==> src/rtl/rfp_consts.svh <==
`ifndef RFP_CONSTS_SVH
`define RFP_CONSTS_SVH

// Register indices on the register port (word registers)
`define RFP_IDX_CTL 3'h0
`define RFP_IDX_CSR 3'h1
`define RFP_IDX_CNT 3'h2
`define RFP_IDX_COR 3'h3
`define RFP_IDX_PAR 3'h4

// Write passwords carried in the upper byte of a word write
`define RFP_KEY_CTL 8'h5A
`define RFP_KEY_CSR 8'hA5
`define RFP_KEY_CNT 8'h69
`define RFP_KEY_COR 8'h96

// Power-on reset values
`define RFP_RST_CTL 8'h00
`define RFP_RST_CSR 8'h00
`define RFP_RST_CNT 8'h00
`define RFP_RST_COR 8'hFF
`define RFP_RST_PAR 5'h00

// Refresh control fields
`define RFP_CTL_REFRESH_EN 7
`define RFP_CTL_SELF_MODE 6
`define RFP_CTL_WAIT_HI 5
`define RFP_CTL_WAIT_LO 4

// Timer control/status fields
`define RFP_CSR_MATCH_FLAG 7
`define RFP_CSR_IRQ_EN 6
`define RFP_CSR_CKS_HI 5
`define RFP_CSR_CKS_LO 3

// Parity control fields (positions within the 16-bit word)
`define RFP_PAR_ERR_FLAG 15
`define RFP_PAR_FORCE 14
`define RFP_PAR_ODD 13
`define RFP_PAR_SPACE_HI 12
`define RFP_PAR_SPACE_LO 11

// Prescaler width and the low-bit masks that give each division
`define RFP_PRE_W 12
`define RFP_MASK_DIV2 12'h001
`define RFP_MASK_DIV8 12'h007
`define RFP_MASK_DIV32 12'h01F
`define RFP_MASK_DIV128 12'h07F
`define RFP_MASK_DIV512 12'h1FF
`define RFP_MASK_DIV2048 12'h7FF
`define RFP_MASK_DIV4096 12'hFFF

`endif

==> src/rtl/rfp_pkg.sv <==
package rfp_pkg;

    // Counter clock selection
    typedef enum logic [2:0] {
        RFP_CKS_STOP = 3'h0,
        RFP_CKS_D2 = 3'h1,
        RFP_CKS_D8 = 3'h2,
        RFP_CKS_D32 = 3'h3,
        RFP_CKS_D128 = 3'h4,
        RFP_CKS_D512 = 3'h5,
        RFP_CKS_D2048 = 3'h6,
        RFP_CKS_D4096 = 3'h7
    } rfp_cks_type;

    // Parity space selection
    typedef enum logic [1:0] {
        RFP_SPC_NONE = 2'h0,
        RFP_SPC_DRAM = 2'h1,
        RFP_SPC_DRAM_A2 = 2'h2,
        RFP_SPC_RSVD = 2'h3
    } rfp_space_type;

    // One CPU access to the register file
    typedef struct packed {
        logic [2:0] sel;    // Register index
        logic wr;           // Write strobe, one cycle
        logic rd;           // Read strobe, one cycle
        logic word;         // 1 word access, 0 byte access
        logic hi;           // Byte access to upper lane
        logic [15:0] wdata; // Write data
    } rfp_reg_req_type;

    // One external memory data transfer, as seen by the parity unit
    typedef struct packed {
        logic dram;         // Access to DRAM space
        logic area2;        // Access to area 2
        logic wide;         // 16-bit bus width
        logic wr_active;    // Data being driven out
        logic rd_strobe;    // Read data valid this cycle
        logic [15:0] data;  // Data on the bus
    } rfp_mem_xfer_type;

endpackage

==> src/rtl/rfp_refresh_parity.sv <==
`timescale 1ns/10ps
`include "rfp_consts.svh"
// Function
// - Interrupt only when enable set and flag set
// - Select field picks stop or seven divided clocks
// - Counter runs on selection, holds when stopped
// - Equal compare clears counter and sets flag
// - Match requests refresh when refresh enabled and self-refresh mode off
// - Match raises interrupt when interrupt enabled
// - Counter and period upper bytes read zero
// - Counter cleared by power-on reset and by compare match
// - Period loads all ones at power-on reset
// - Parity error flag cleared by read-then-write-zero
// - Force bit drives both parity pins high
// - Polarity bit selects even or odd parity
// - Space field selects none, DRAM, DRAM plus area2
// - Parity control resets only at power-on, reserved zero
// - Protected registers written by word only
// - Control key 5A, status key A5
// - Counter key 69, period key 96
// - Wrong key leaves register unchanged
// - Protected reads free, upper byte zero
// - Refresh disabled means plain interval timer
// - Match flag cleared only by read-then-write-zero
module rfp_refresh_parity (
    input wire logic CORE_CLK, // System clock, 25 MHz
    input wire logic NRST, // Power-on reset, active low
    input wire rfp_pkg::rfp_reg_req_type REG_REQ, // CPU register access
    output logic [15:0] REG_RDATA, // Read data, one cycle after strobe
    output logic MATCH_INTERRUPT, // Compare match interrupt level
    output logic REFRESH_REQ, // CBR refresh request pulse
    output logic SELF_REFRESH, // Self-refresh mode level
    output logic [1:0] REFRESH_WAIT, // Wait states during CBR refresh
    input wire rfp_pkg::rfp_mem_xfer_type MEM_XFER, // External data transfer
    input wire logic PARITY_PIN_UPPER_IN, // Upper parity pin level
    input wire logic PARITY_PIN_LOWER_IN, // Lower parity pin level
    output logic PARITY_PIN_UPPER_OUT, // Upper parity pin drive value
    output logic PARITY_PIN_UPPER_OE, // Upper parity pin enable
    output logic PARITY_PIN_LOWER_OUT, // Lower parity pin drive value
    output logic PARITY_PIN_LOWER_OE // Lower parity pin enable
);

    // Stored registers
    logic [7:0] refresh_ctrl_reg; // Refresh control, low byte
    logic match_flag_reg; // Compare match flag
    logic match_irq_enable_reg; // Interrupt enable
    rfp_pkg::rfp_cks_type count_clock_select_reg; // Counter clock select
    logic [7:0] refresh_counter_reg; // 8-bit up-counter
    logic [7:0] refresh_period_reg; // Period constant
    logic parity_error_flag_reg; // Latched parity error
    logic parity_force_high_reg; // Force parity pins high
    logic parity_odd_select_reg; // Odd parity when set
    rfp_pkg::rfp_space_type parity_space_reg; // Checked spaces
    logic [`RFP_PRE_W-1:0] prescale_reg; // Free-running prescaler
    logic match_armed_reg; // Match flag was read while set
    logic perr_armed_reg; // Parity flag was read while set

    // Decoded access terms
    logic [7:0] key; // Upper byte of a word write
    logic word_wr; // Word write of any register
    logic wr_ctl, wr_csr, wr_cnt, wr_cor; // Accepted protected writes
    logic wr_par; // Write reaching parity control fields
    logic [`RFP_PRE_W-1:0] div_mask; // Prescaler mask for selection
    logic count_tick; // Counter advance enable
    logic match_evt; // Counter equals period
    logic refresh_enable; // Refresh enable bit
    logic space_hit; // Current transfer is in a checked space
    logic [1:0] par_gen; // Computed parity per byte lane
    logic [1:0] lane_used; // Lanes carrying data
    logic [1:0] lane_err; // Mismatch per lane
    logic [1:0] pin_in; // Parity pins, lane order
    logic [15:0] rd_word; // Selected register as a word
    logic csr_clear_req; // Status write asking to clear the flag
    logic par_clear_req; // Parity write asking to clear the flag

    assign key = REG_REQ.wdata[15:8];
    assign word_wr = REG_REQ.wr && REG_REQ.word;
    // Byte writes never reach protected registers
    // Each register accepts only its own password
    assign wr_ctl = word_wr && (REG_REQ.sel == `RFP_IDX_CTL) && (key == `RFP_KEY_CTL);
    assign wr_csr = word_wr && (REG_REQ.sel == `RFP_IDX_CSR) && (key == `RFP_KEY_CSR);
    assign wr_cnt = word_wr && (REG_REQ.sel == `RFP_IDX_CNT) && (key == `RFP_KEY_CNT);
    assign wr_cor = word_wr && (REG_REQ.sel == `RFP_IDX_COR) && (key == `RFP_KEY_COR);
    // Parity control is unprotected; a word or an upper-lane byte carries its fields
    assign wr_par = REG_REQ.wr && (REG_REQ.sel == `RFP_IDX_PAR)
                    && (REG_REQ.word || REG_REQ.hi);
    assign refresh_enable = refresh_ctrl_reg[`RFP_CTL_REFRESH_EN];
    assign csr_clear_req = wr_csr && !REG_REQ.wdata[`RFP_CSR_MATCH_FLAG];
    assign par_clear_req = wr_par && !REG_REQ.wdata[`RFP_PAR_ERR_FLAG];

    // Division select; the counter steps when the masked prescaler bits are all ones
    always_comb begin
        case (count_clock_select_reg)
            rfp_pkg::RFP_CKS_D2: div_mask = `RFP_MASK_DIV2;
            rfp_pkg::RFP_CKS_D8: div_mask = `RFP_MASK_DIV8;
            rfp_pkg::RFP_CKS_D32: div_mask = `RFP_MASK_DIV32;
            rfp_pkg::RFP_CKS_D128: div_mask = `RFP_MASK_DIV128;
            rfp_pkg::RFP_CKS_D512: div_mask = `RFP_MASK_DIV512;
            rfp_pkg::RFP_CKS_D2048: div_mask = `RFP_MASK_DIV2048;
            rfp_pkg::RFP_CKS_D4096: div_mask = `RFP_MASK_DIV4096;
            default: div_mask = `RFP_MASK_DIV2;
        endcase
    end

    // Stop selection blocks every tick
    assign count_tick = (count_clock_select_reg != rfp_pkg::RFP_CKS_STOP)
                        && ((prescale_reg & div_mask) == div_mask);
    // Compare runs every cycle, independent of the tick
    assign match_evt = (refresh_counter_reg == refresh_period_reg);

    // Free-running prescaler; shared by all divisions so a change of selection
    // takes effect at once without restarting a divider
    always_ff @(posedge CORE_CLK or negedge NRST) begin
        if (!NRST) begin
            prescale_reg <= '0;
        end else begin
            prescale_reg <= prescale_reg + {{(`RFP_PRE_W-1){1'b0}}, 1'b1};
        end
    end

    // Refresh control register; only power-on reset clears it
    always_ff @(posedge CORE_CLK or negedge NRST) begin
        if (!NRST) begin
            refresh_ctrl_reg <= `RFP_RST_CTL;
        end else if (wr_ctl) begin
            refresh_ctrl_reg <= {REG_REQ.wdata[7:4], 4'h0};
        end
    end

    // Timer control fields
    always_ff @(posedge CORE_CLK or negedge NRST) begin
        if (!NRST) begin
            match_irq_enable_reg <= 1'(`RFP_RST_CSR >> `RFP_CSR_IRQ_EN);
            count_clock_select_reg <= rfp_pkg::RFP_CKS_STOP;
        end else if (wr_csr) begin
            match_irq_enable_reg <= REG_REQ.wdata[`RFP_CSR_IRQ_EN];
            count_clock_select_reg <=
                rfp_pkg::rfp_cks_type'(REG_REQ.wdata[`RFP_CSR_CKS_HI:`RFP_CSR_CKS_LO]);
        end
    end

    // Match flag; a match in the clearing cycle wins over the clear
    always_ff @(posedge CORE_CLK or negedge NRST) begin
        if (!NRST) begin
            match_flag_reg <= 1'b0;
        end else if (match_evt) begin
            match_flag_reg <= 1'b1;
        end else if (csr_clear_req && match_armed_reg) begin
            match_flag_reg <= 1'b0;
        end
    end

    // Read of the status register while the flag is set arms the clear
    always_ff @(posedge CORE_CLK or negedge NRST) begin
        if (!NRST) begin
            match_armed_reg <= 1'b0;
        end else if (!match_flag_reg) begin
            match_armed_reg <= 1'b0;
        end else if (REG_REQ.rd && (REG_REQ.sel == `RFP_IDX_CSR)
                     && (REG_REQ.word || !REG_REQ.hi)) begin
            match_armed_reg <= 1'b1;
        end
    end

    // Counter: write first, then clear on match, then count
    always_ff @(posedge CORE_CLK or negedge NRST) begin
        if (!NRST) begin
            refresh_counter_reg <= `RFP_RST_CNT;
        end else if (wr_cnt) begin
            refresh_counter_reg <= REG_REQ.wdata[7:0];
        end else if (match_evt) begin
            refresh_counter_reg <= `RFP_RST_CNT;
        end else if (count_tick) begin
            refresh_counter_reg <= refresh_counter_reg + 8'h01;
        end
    end

    // Period constant
    always_ff @(posedge CORE_CLK or negedge NRST) begin
        if (!NRST) begin
            refresh_period_reg <= `RFP_RST_COR;
        end else if (wr_cor) begin
            refresh_period_reg <= REG_REQ.wdata[7:0];
        end
    end

    // Refresh request pulse; self-refresh mode suppresses CBR requests, and with
    // refresh disabled the counter is only an interval timer
    always_ff @(posedge CORE_CLK or negedge NRST) begin
        if (!NRST) begin
            REFRESH_REQ <= 1'b0;
        end else begin
            REFRESH_REQ <= match_evt && refresh_enable && !refresh_ctrl_reg[`RFP_CTL_SELF_MODE];
        end
    end

    // Refresh mode and wait-state outputs follow the control register
    assign SELF_REFRESH = refresh_enable && refresh_ctrl_reg[`RFP_CTL_SELF_MODE];
    assign REFRESH_WAIT = refresh_ctrl_reg[`RFP_CTL_WAIT_HI:`RFP_CTL_WAIT_LO];

    // Interrupt is a level held while flag and enable are both set
    assign MATCH_INTERRUPT = match_flag_reg && match_irq_enable_reg;

    // Parity control fields; only power-on reset clears them
    always_ff @(posedge CORE_CLK or negedge NRST) begin
        if (!NRST) begin
            {parity_force_high_reg, parity_odd_select_reg} <= 2'(`RFP_RST_PAR >> 2);
            parity_space_reg <= rfp_pkg::RFP_SPC_NONE;
        end else if (wr_par) begin
            parity_force_high_reg <= REG_REQ.wdata[`RFP_PAR_FORCE];
            parity_odd_select_reg <= REG_REQ.wdata[`RFP_PAR_ODD];
            parity_space_reg <=
                rfp_pkg::rfp_space_type'(REG_REQ.wdata[`RFP_PAR_SPACE_HI:`RFP_PAR_SPACE_LO]);
        end
    end

    // Space decode; the reserved code checks nothing
    always_comb begin
        case (parity_space_reg)
            rfp_pkg::RFP_SPC_DRAM: space_hit = MEM_XFER.dram;
            rfp_pkg::RFP_SPC_DRAM_A2: space_hit = MEM_XFER.dram || MEM_XFER.area2;
            default: space_hit = 1'b0;
        endcase
    end

    assign lane_used = {MEM_XFER.wide, 1'b1};
    assign pin_in = {PARITY_PIN_UPPER_IN, PARITY_PIN_LOWER_IN};

    // Per byte lane: parity bit and check against the received pin
    genvar lane;
    generate
        for (lane = 0; lane < 2; lane++) begin : g_lane
            // Even: bit makes the nine-bit sum even; odd inverts it
            assign par_gen[lane] = (^MEM_XFER.data[lane*8 +: 8]) ^ parity_odd_select_reg;
            assign lane_err[lane] = lane_used[lane] && (pin_in[lane] != par_gen[lane]);
        end
    endgenerate

    // Parity error flag; a new error wins over a clear in the same cycle
    always_ff @(posedge CORE_CLK or negedge NRST) begin
        if (!NRST) begin
            parity_error_flag_reg <= 1'b0;
        end else if (MEM_XFER.rd_strobe && space_hit && (|lane_err)) begin
            parity_error_flag_reg <= 1'b1;
        end else if (par_clear_req && perr_armed_reg) begin
            parity_error_flag_reg <= 1'b0;
        end
    end

    // Read of the parity register while the error flag is set arms its clear
    always_ff @(posedge CORE_CLK or negedge NRST) begin
        if (!NRST) begin
            perr_armed_reg <= 1'b0;
        end else if (!parity_error_flag_reg) begin
            perr_armed_reg <= 1'b0;
        end else if (REG_REQ.rd && (REG_REQ.sel == `RFP_IDX_PAR)
                     && (REG_REQ.word || REG_REQ.hi)) begin
            perr_armed_reg <= 1'b1;
        end
    end

    // Parity pin drive, registered; pins are released outside checked writes
    always_ff @(posedge CORE_CLK or negedge NRST) begin
        if (!NRST) begin
            PARITY_PIN_UPPER_OUT <= 1'b0;
            PARITY_PIN_LOWER_OUT <= 1'b0;
            PARITY_PIN_UPPER_OE <= 1'b0;
            PARITY_PIN_LOWER_OE <= 1'b0;
        end else begin
            // Forced high lets software test the checker
            PARITY_PIN_UPPER_OUT <= parity_force_high_reg || par_gen[1];
            PARITY_PIN_LOWER_OUT <= parity_force_high_reg || par_gen[0];
            PARITY_PIN_UPPER_OE <= MEM_XFER.wr_active && space_hit && MEM_XFER.wide;
            PARITY_PIN_LOWER_OE <= MEM_XFER.wr_active && space_hit;
        end
    end

    // Register readback; upper bytes of the timer registers read zero
    always_comb begin
        case (REG_REQ.sel)
            `RFP_IDX_CTL: rd_word = {8'h00, refresh_ctrl_reg};
            `RFP_IDX_CSR: rd_word = {8'h00, match_flag_reg, match_irq_enable_reg,
                                     count_clock_select_reg, 3'h0};
            `RFP_IDX_CNT: rd_word = {8'h00, refresh_counter_reg};
            `RFP_IDX_COR: rd_word = {8'h00, refresh_period_reg};
            `RFP_IDX_PAR: rd_word = {parity_error_flag_reg, parity_force_high_reg,
                                     parity_odd_select_reg, parity_space_reg,
                                     11'h000};
            default: rd_word = 16'h0000;
        endcase
    end

    // Read data registered; a byte read returns its lane and zeros elsewhere
    always_ff @(posedge CORE_CLK or negedge NRST) begin
        if (!NRST) begin
            REG_RDATA <= 16'h0000;
        end else if (REG_REQ.rd) begin
            if (REG_REQ.word) begin
                REG_RDATA <= rd_word;
            end else if (REG_REQ.hi) begin
                REG_RDATA <= {rd_word[15:8], 8'h00};
            end else begin
                REG_RDATA <= {8'h00, rd_word[7:0]};
            end
        end
    end
endmodule

==> config.mk <==
export PLATFORM = sky130hd
export DESIGN_NAME = rfp_refresh_parity
export DESIGN_NICKNAME = d
export VERILOG_FILES = /design/src/rtl/rfp_pkg.sv /design/src/rtl/rfp_refresh_parity.sv
export VERILOG_INCLUDE_DIRS = /design/src /design/src/rtl
export SDC_FILE = /design/constraint.sdc
export NUM_CORES = 1
export LEC_CHECK = 0
export BUFFER_PORTS_ARGS = -buffer_cell sky130_fd_sc_hd__buf_4
export CORE_ASPECT_RATIO = 0.5
export CORE_MARGIN = 1
export CORE_UTILIZATION = 58
export CTS_CLUSTER_DIAMETER = 150
export CTS_CLUSTER_SIZE = 40
export DETAILED_ROUTE_END_ITERATION = 12
export PLACE_DENSITY = 0.83
export SYNTH_ARGS = -nofsm -noshare
export SYNTH_HDL_FRONTEND = slang
export SYNTH_SLANG_ARGS = --single-unit
==> constraint.sdc <==
create_clock -name CORE_CLK -period 3.8 [get_ports CORE_CLK]
set_clock_uncertainty 0.2 [all_clocks]
set_input_delay 0.76 -clock CORE_CLK [delete_from_list [all_inputs] [get_ports CORE_CLK]]
set_output_delay 0.76 -clock CORE_CLK [all_outputs]
set_load 0.005 [all_outputs]
==> run_results.csv <==
group,metric,value,unit
run_status,outcome,"finished clean",
cts,clk_pin_slew_worst_paths,0.06,ns
floorplan,die_height,54.8,µm
route,num_vias,2445,
floorplan,start_util,63.1,%
cts,clkSinkCount,62,
synthesis,synth_ff_type,"dfrtp_1",
global_route,antenna_found_initial,0,
critical_path,worstSetupEndpointType,"flop",
synthesis,synth_xor_area_share,11.4,%
global_route,overflow,0,
sta,finalWorstPathRequiredPeriod,2.35,ns
critical_path,worstSetupPathType,"in -> reg",
synthesis,yosysMostFrequentCell,"dfrtp_1",
pwr,power,1.45,mW
route,vias_per_cell,5.58,
critical_path,critical_path.startpoint_type,"primary input",
synthesis,synth_top_area_cell,"dfrtp_1",
route,drt_first_pass_iters,5,
cts,cts_resized,0,
floorplan,ios,73,
cts,clk_latency,0.34,ns
cts,ctsRootBufferMaster,"clkbuf_8",
synthesis,ys_seq_area_share,48.2,%
placed_design,io_buffers,69,
layout,num_antenna_cells,0,
sta,slew_violations,0,
floorplan,die_w,108,µm
synthesis,async_reset_ff_share,100,%
cts,clk_path_buf_depth,2,
layout,finalNetCount,415,
placed_design,dp_hpwl,5.37,mm
synthesis,synth_edf_count,0,
critical_path,cp_max_fo,13,
synthesis,synth-simple-area-share,14.6,%
synthesis,synthMuxAreaShare,10.9,%
route,wire_per_inst,16.2,µm
worst_hold_path,min_path_cells,1,
synthesis,ys_ff_latch,62,
synthesis,synth_area,3240,µm²
cts,hold_buffers,0,
global_route,grt_pass1_wl,11.3,mm
worst_hold_path,hold_path.class,"reg -> reg",
route,drt_iter0_markers,86,
sta,hold_viol_final,0,
synthesis,synth_top_family_by_area,"simple AND/OR/NAND/NOR gates",
floorplan,die_area,5910,µm²
pwr,power_density,366,nW/µm²
route,routed_wl,7.11,mm
sta,max-slew-margin-rel,48.6,%
cts,htreeDepth,3,
route,drcViolationCount,0,
critical_path,reg2regPathDepth,6,
synthesis,syn_avg_cell_area,11.0,µm²
synthesis,synth_fa_ha_area_share,1.54,%
job,maxCapViolCount,0,
sta,setup_tns,0,ns
placed_design,gp_congestion,0.830,
synthesis,synth_area_leaders,"dfrtp_1 (42%), mux2_2 (6.6%), dfstp_2 (6.5%)",
critical_path,critPathRequiredTime,3.81,ns
global_route,grt_pass1_vias,2396,
route,ant_nets,0,
synthesis,synth_cells,294,
sta,finalSetupViolations,0,
global_route,grt_max_degree,63,
layout,largest_reg_flops,13,
synthesis,synth.top_cell.area_share,41.7,%
layout,fill_cells,353,
floorplan,rows,18,
sta,period_share,61.8,%
cts,cts_tree,"built",
synthesis,netlist_top_cells_count,"dfrtp_1 (54), inv_1 (25), nand2_1 (25), xnor2_1 (20), mux2_2 (19)",
layout,area_growth,21.9,%
sta,holdWs,0.273,ns
synthesis,synth-compound-area-share,7.76,%
pwr,max-vdd-ir-drop,250,µV
sta,rsz0062_at_grt,"no",
cts,postCtsSetupBuffers,0,
pwr,leakage,1.88,nW
global_route,gr-usage-all-layers,26.8,%
cts,numCtsBuffers,9,
sta,fmax,426,MHz
synthesis,ys_warn_count,0,
floorplan,core_area,5130,µm²
critical_path,arrival,2.36,ns
layout,drive_above_1_share,33.7,%
sta,tightest_slew,0.771,ns
synthesis,yosys.cell_types.count,50,
## layout make-up
class	instances	area, µm²	share of cell area [%]
clock buffers	12	155	3.93
multi-input cells	195	1510	38.2
clock inverters	4	22.5	0.570
well taps	70	87.6	2.22
inverters	26	97.6	2.47
flip-flops and latches	62	1560	39.5
repair buffers	69	518	13.1
## critical path: stages
cell and delay [ns]:
buf_4 0.18, nor4b_2 0.33, and4_1 0.48, inv_2 0.07
nand2_2 0.15, nor2_1 0.06, a221o_1 0.32
## layer usage
metal / vias to the layer above / wire, µm / share of wire (%) / GRT usage, %
met5: - / 0 / 0 / 0
met4: 0 / 96 / 1.4 / 10.5
met3: 8 / 543 / 7.6 / 7.02
li1: 1146 / - / - / -
met2: 103 / 3600 / 51 / 50.4
met1: 1188 / 2870 / 40 / 30.5
## where the power goes
part | total, mW | switching [mW] | internal [mW]
Combinational | 0.216 | 0.0950 | 0.121
Clock | 0.510 | 0.241 | 0.269
Sequential | 0.720 | 0.0240 | 0.696
Total | 1.45 | 0.360 | 1.09
## placed cells by master, fill, tap and decap left out, types with 6 or more instances in the layout
master,Yosys,layout
inv_1,25,25
xnor2_1,20,20
xor2_1,17,17
o21ai_0,14,14
and3_1,8,8
o22ai_1,8,8
mux2_2,19,19
clkbuf_8,0,11
nand2_1,25,25
nand4_1,6,6
nand3_1,6,6
dfstp_2,8,8
nor2_1,6,6
buf_4,5,69
dfrtp_1,54,54
## kinds of logic (layout without fill, tap and decap cells)
kind of cell	after synthesis	in the layout
buffers and inverters	39	111
adder cells (fa/ha/maj)	4	4
flip-flops	62	62
multiplexers	28	28
AO/OA/AOI/OAI	38	38
other	1	3
AND/OR/NAND/NOR	83	83
XOR/XNOR	39	39
## per-stage QoR
| step | setup slack, ns | instances | instance area [µm²] | utilization [%] |
|---|---|---|---|---|
| floorplan | 1.58 | 296 | 3250 | - |
| global placement | 1.25 | 422 | 3770 | 73.5 |
| detailed placement | 1.14 | 422 | 3770 | 73.5 |
| CTS | 1.48 | 438 | 3950 | 76.9 |
| global route | 1.33 | 438 | 3950 | 76.9 |
| finish | 1.45 | 438 | 3950 | 76.9 |
## path summary, 6_finish.rpt
path                                           to  slack (ns)              startpoint
setup reg to reg           refresh_counter_reg[7]        1.74  refresh_counter_reg[2]
max in group asynchronous          match_flag_reg        2.59                    NRST
min in group asynchronous     PARITY_PIN_LOWER_OE        0.29                    NRST
hold reg to reg                   prescale_reg[4]        0.27         prescale_reg[4]
setup / recovery           refresh_counter_reg[7]        1.45             REG_REQ[20]
hold / removal                    prescale_reg[4]        0.27         prescale_reg[4]
Power figures use the tool's default switching activity.
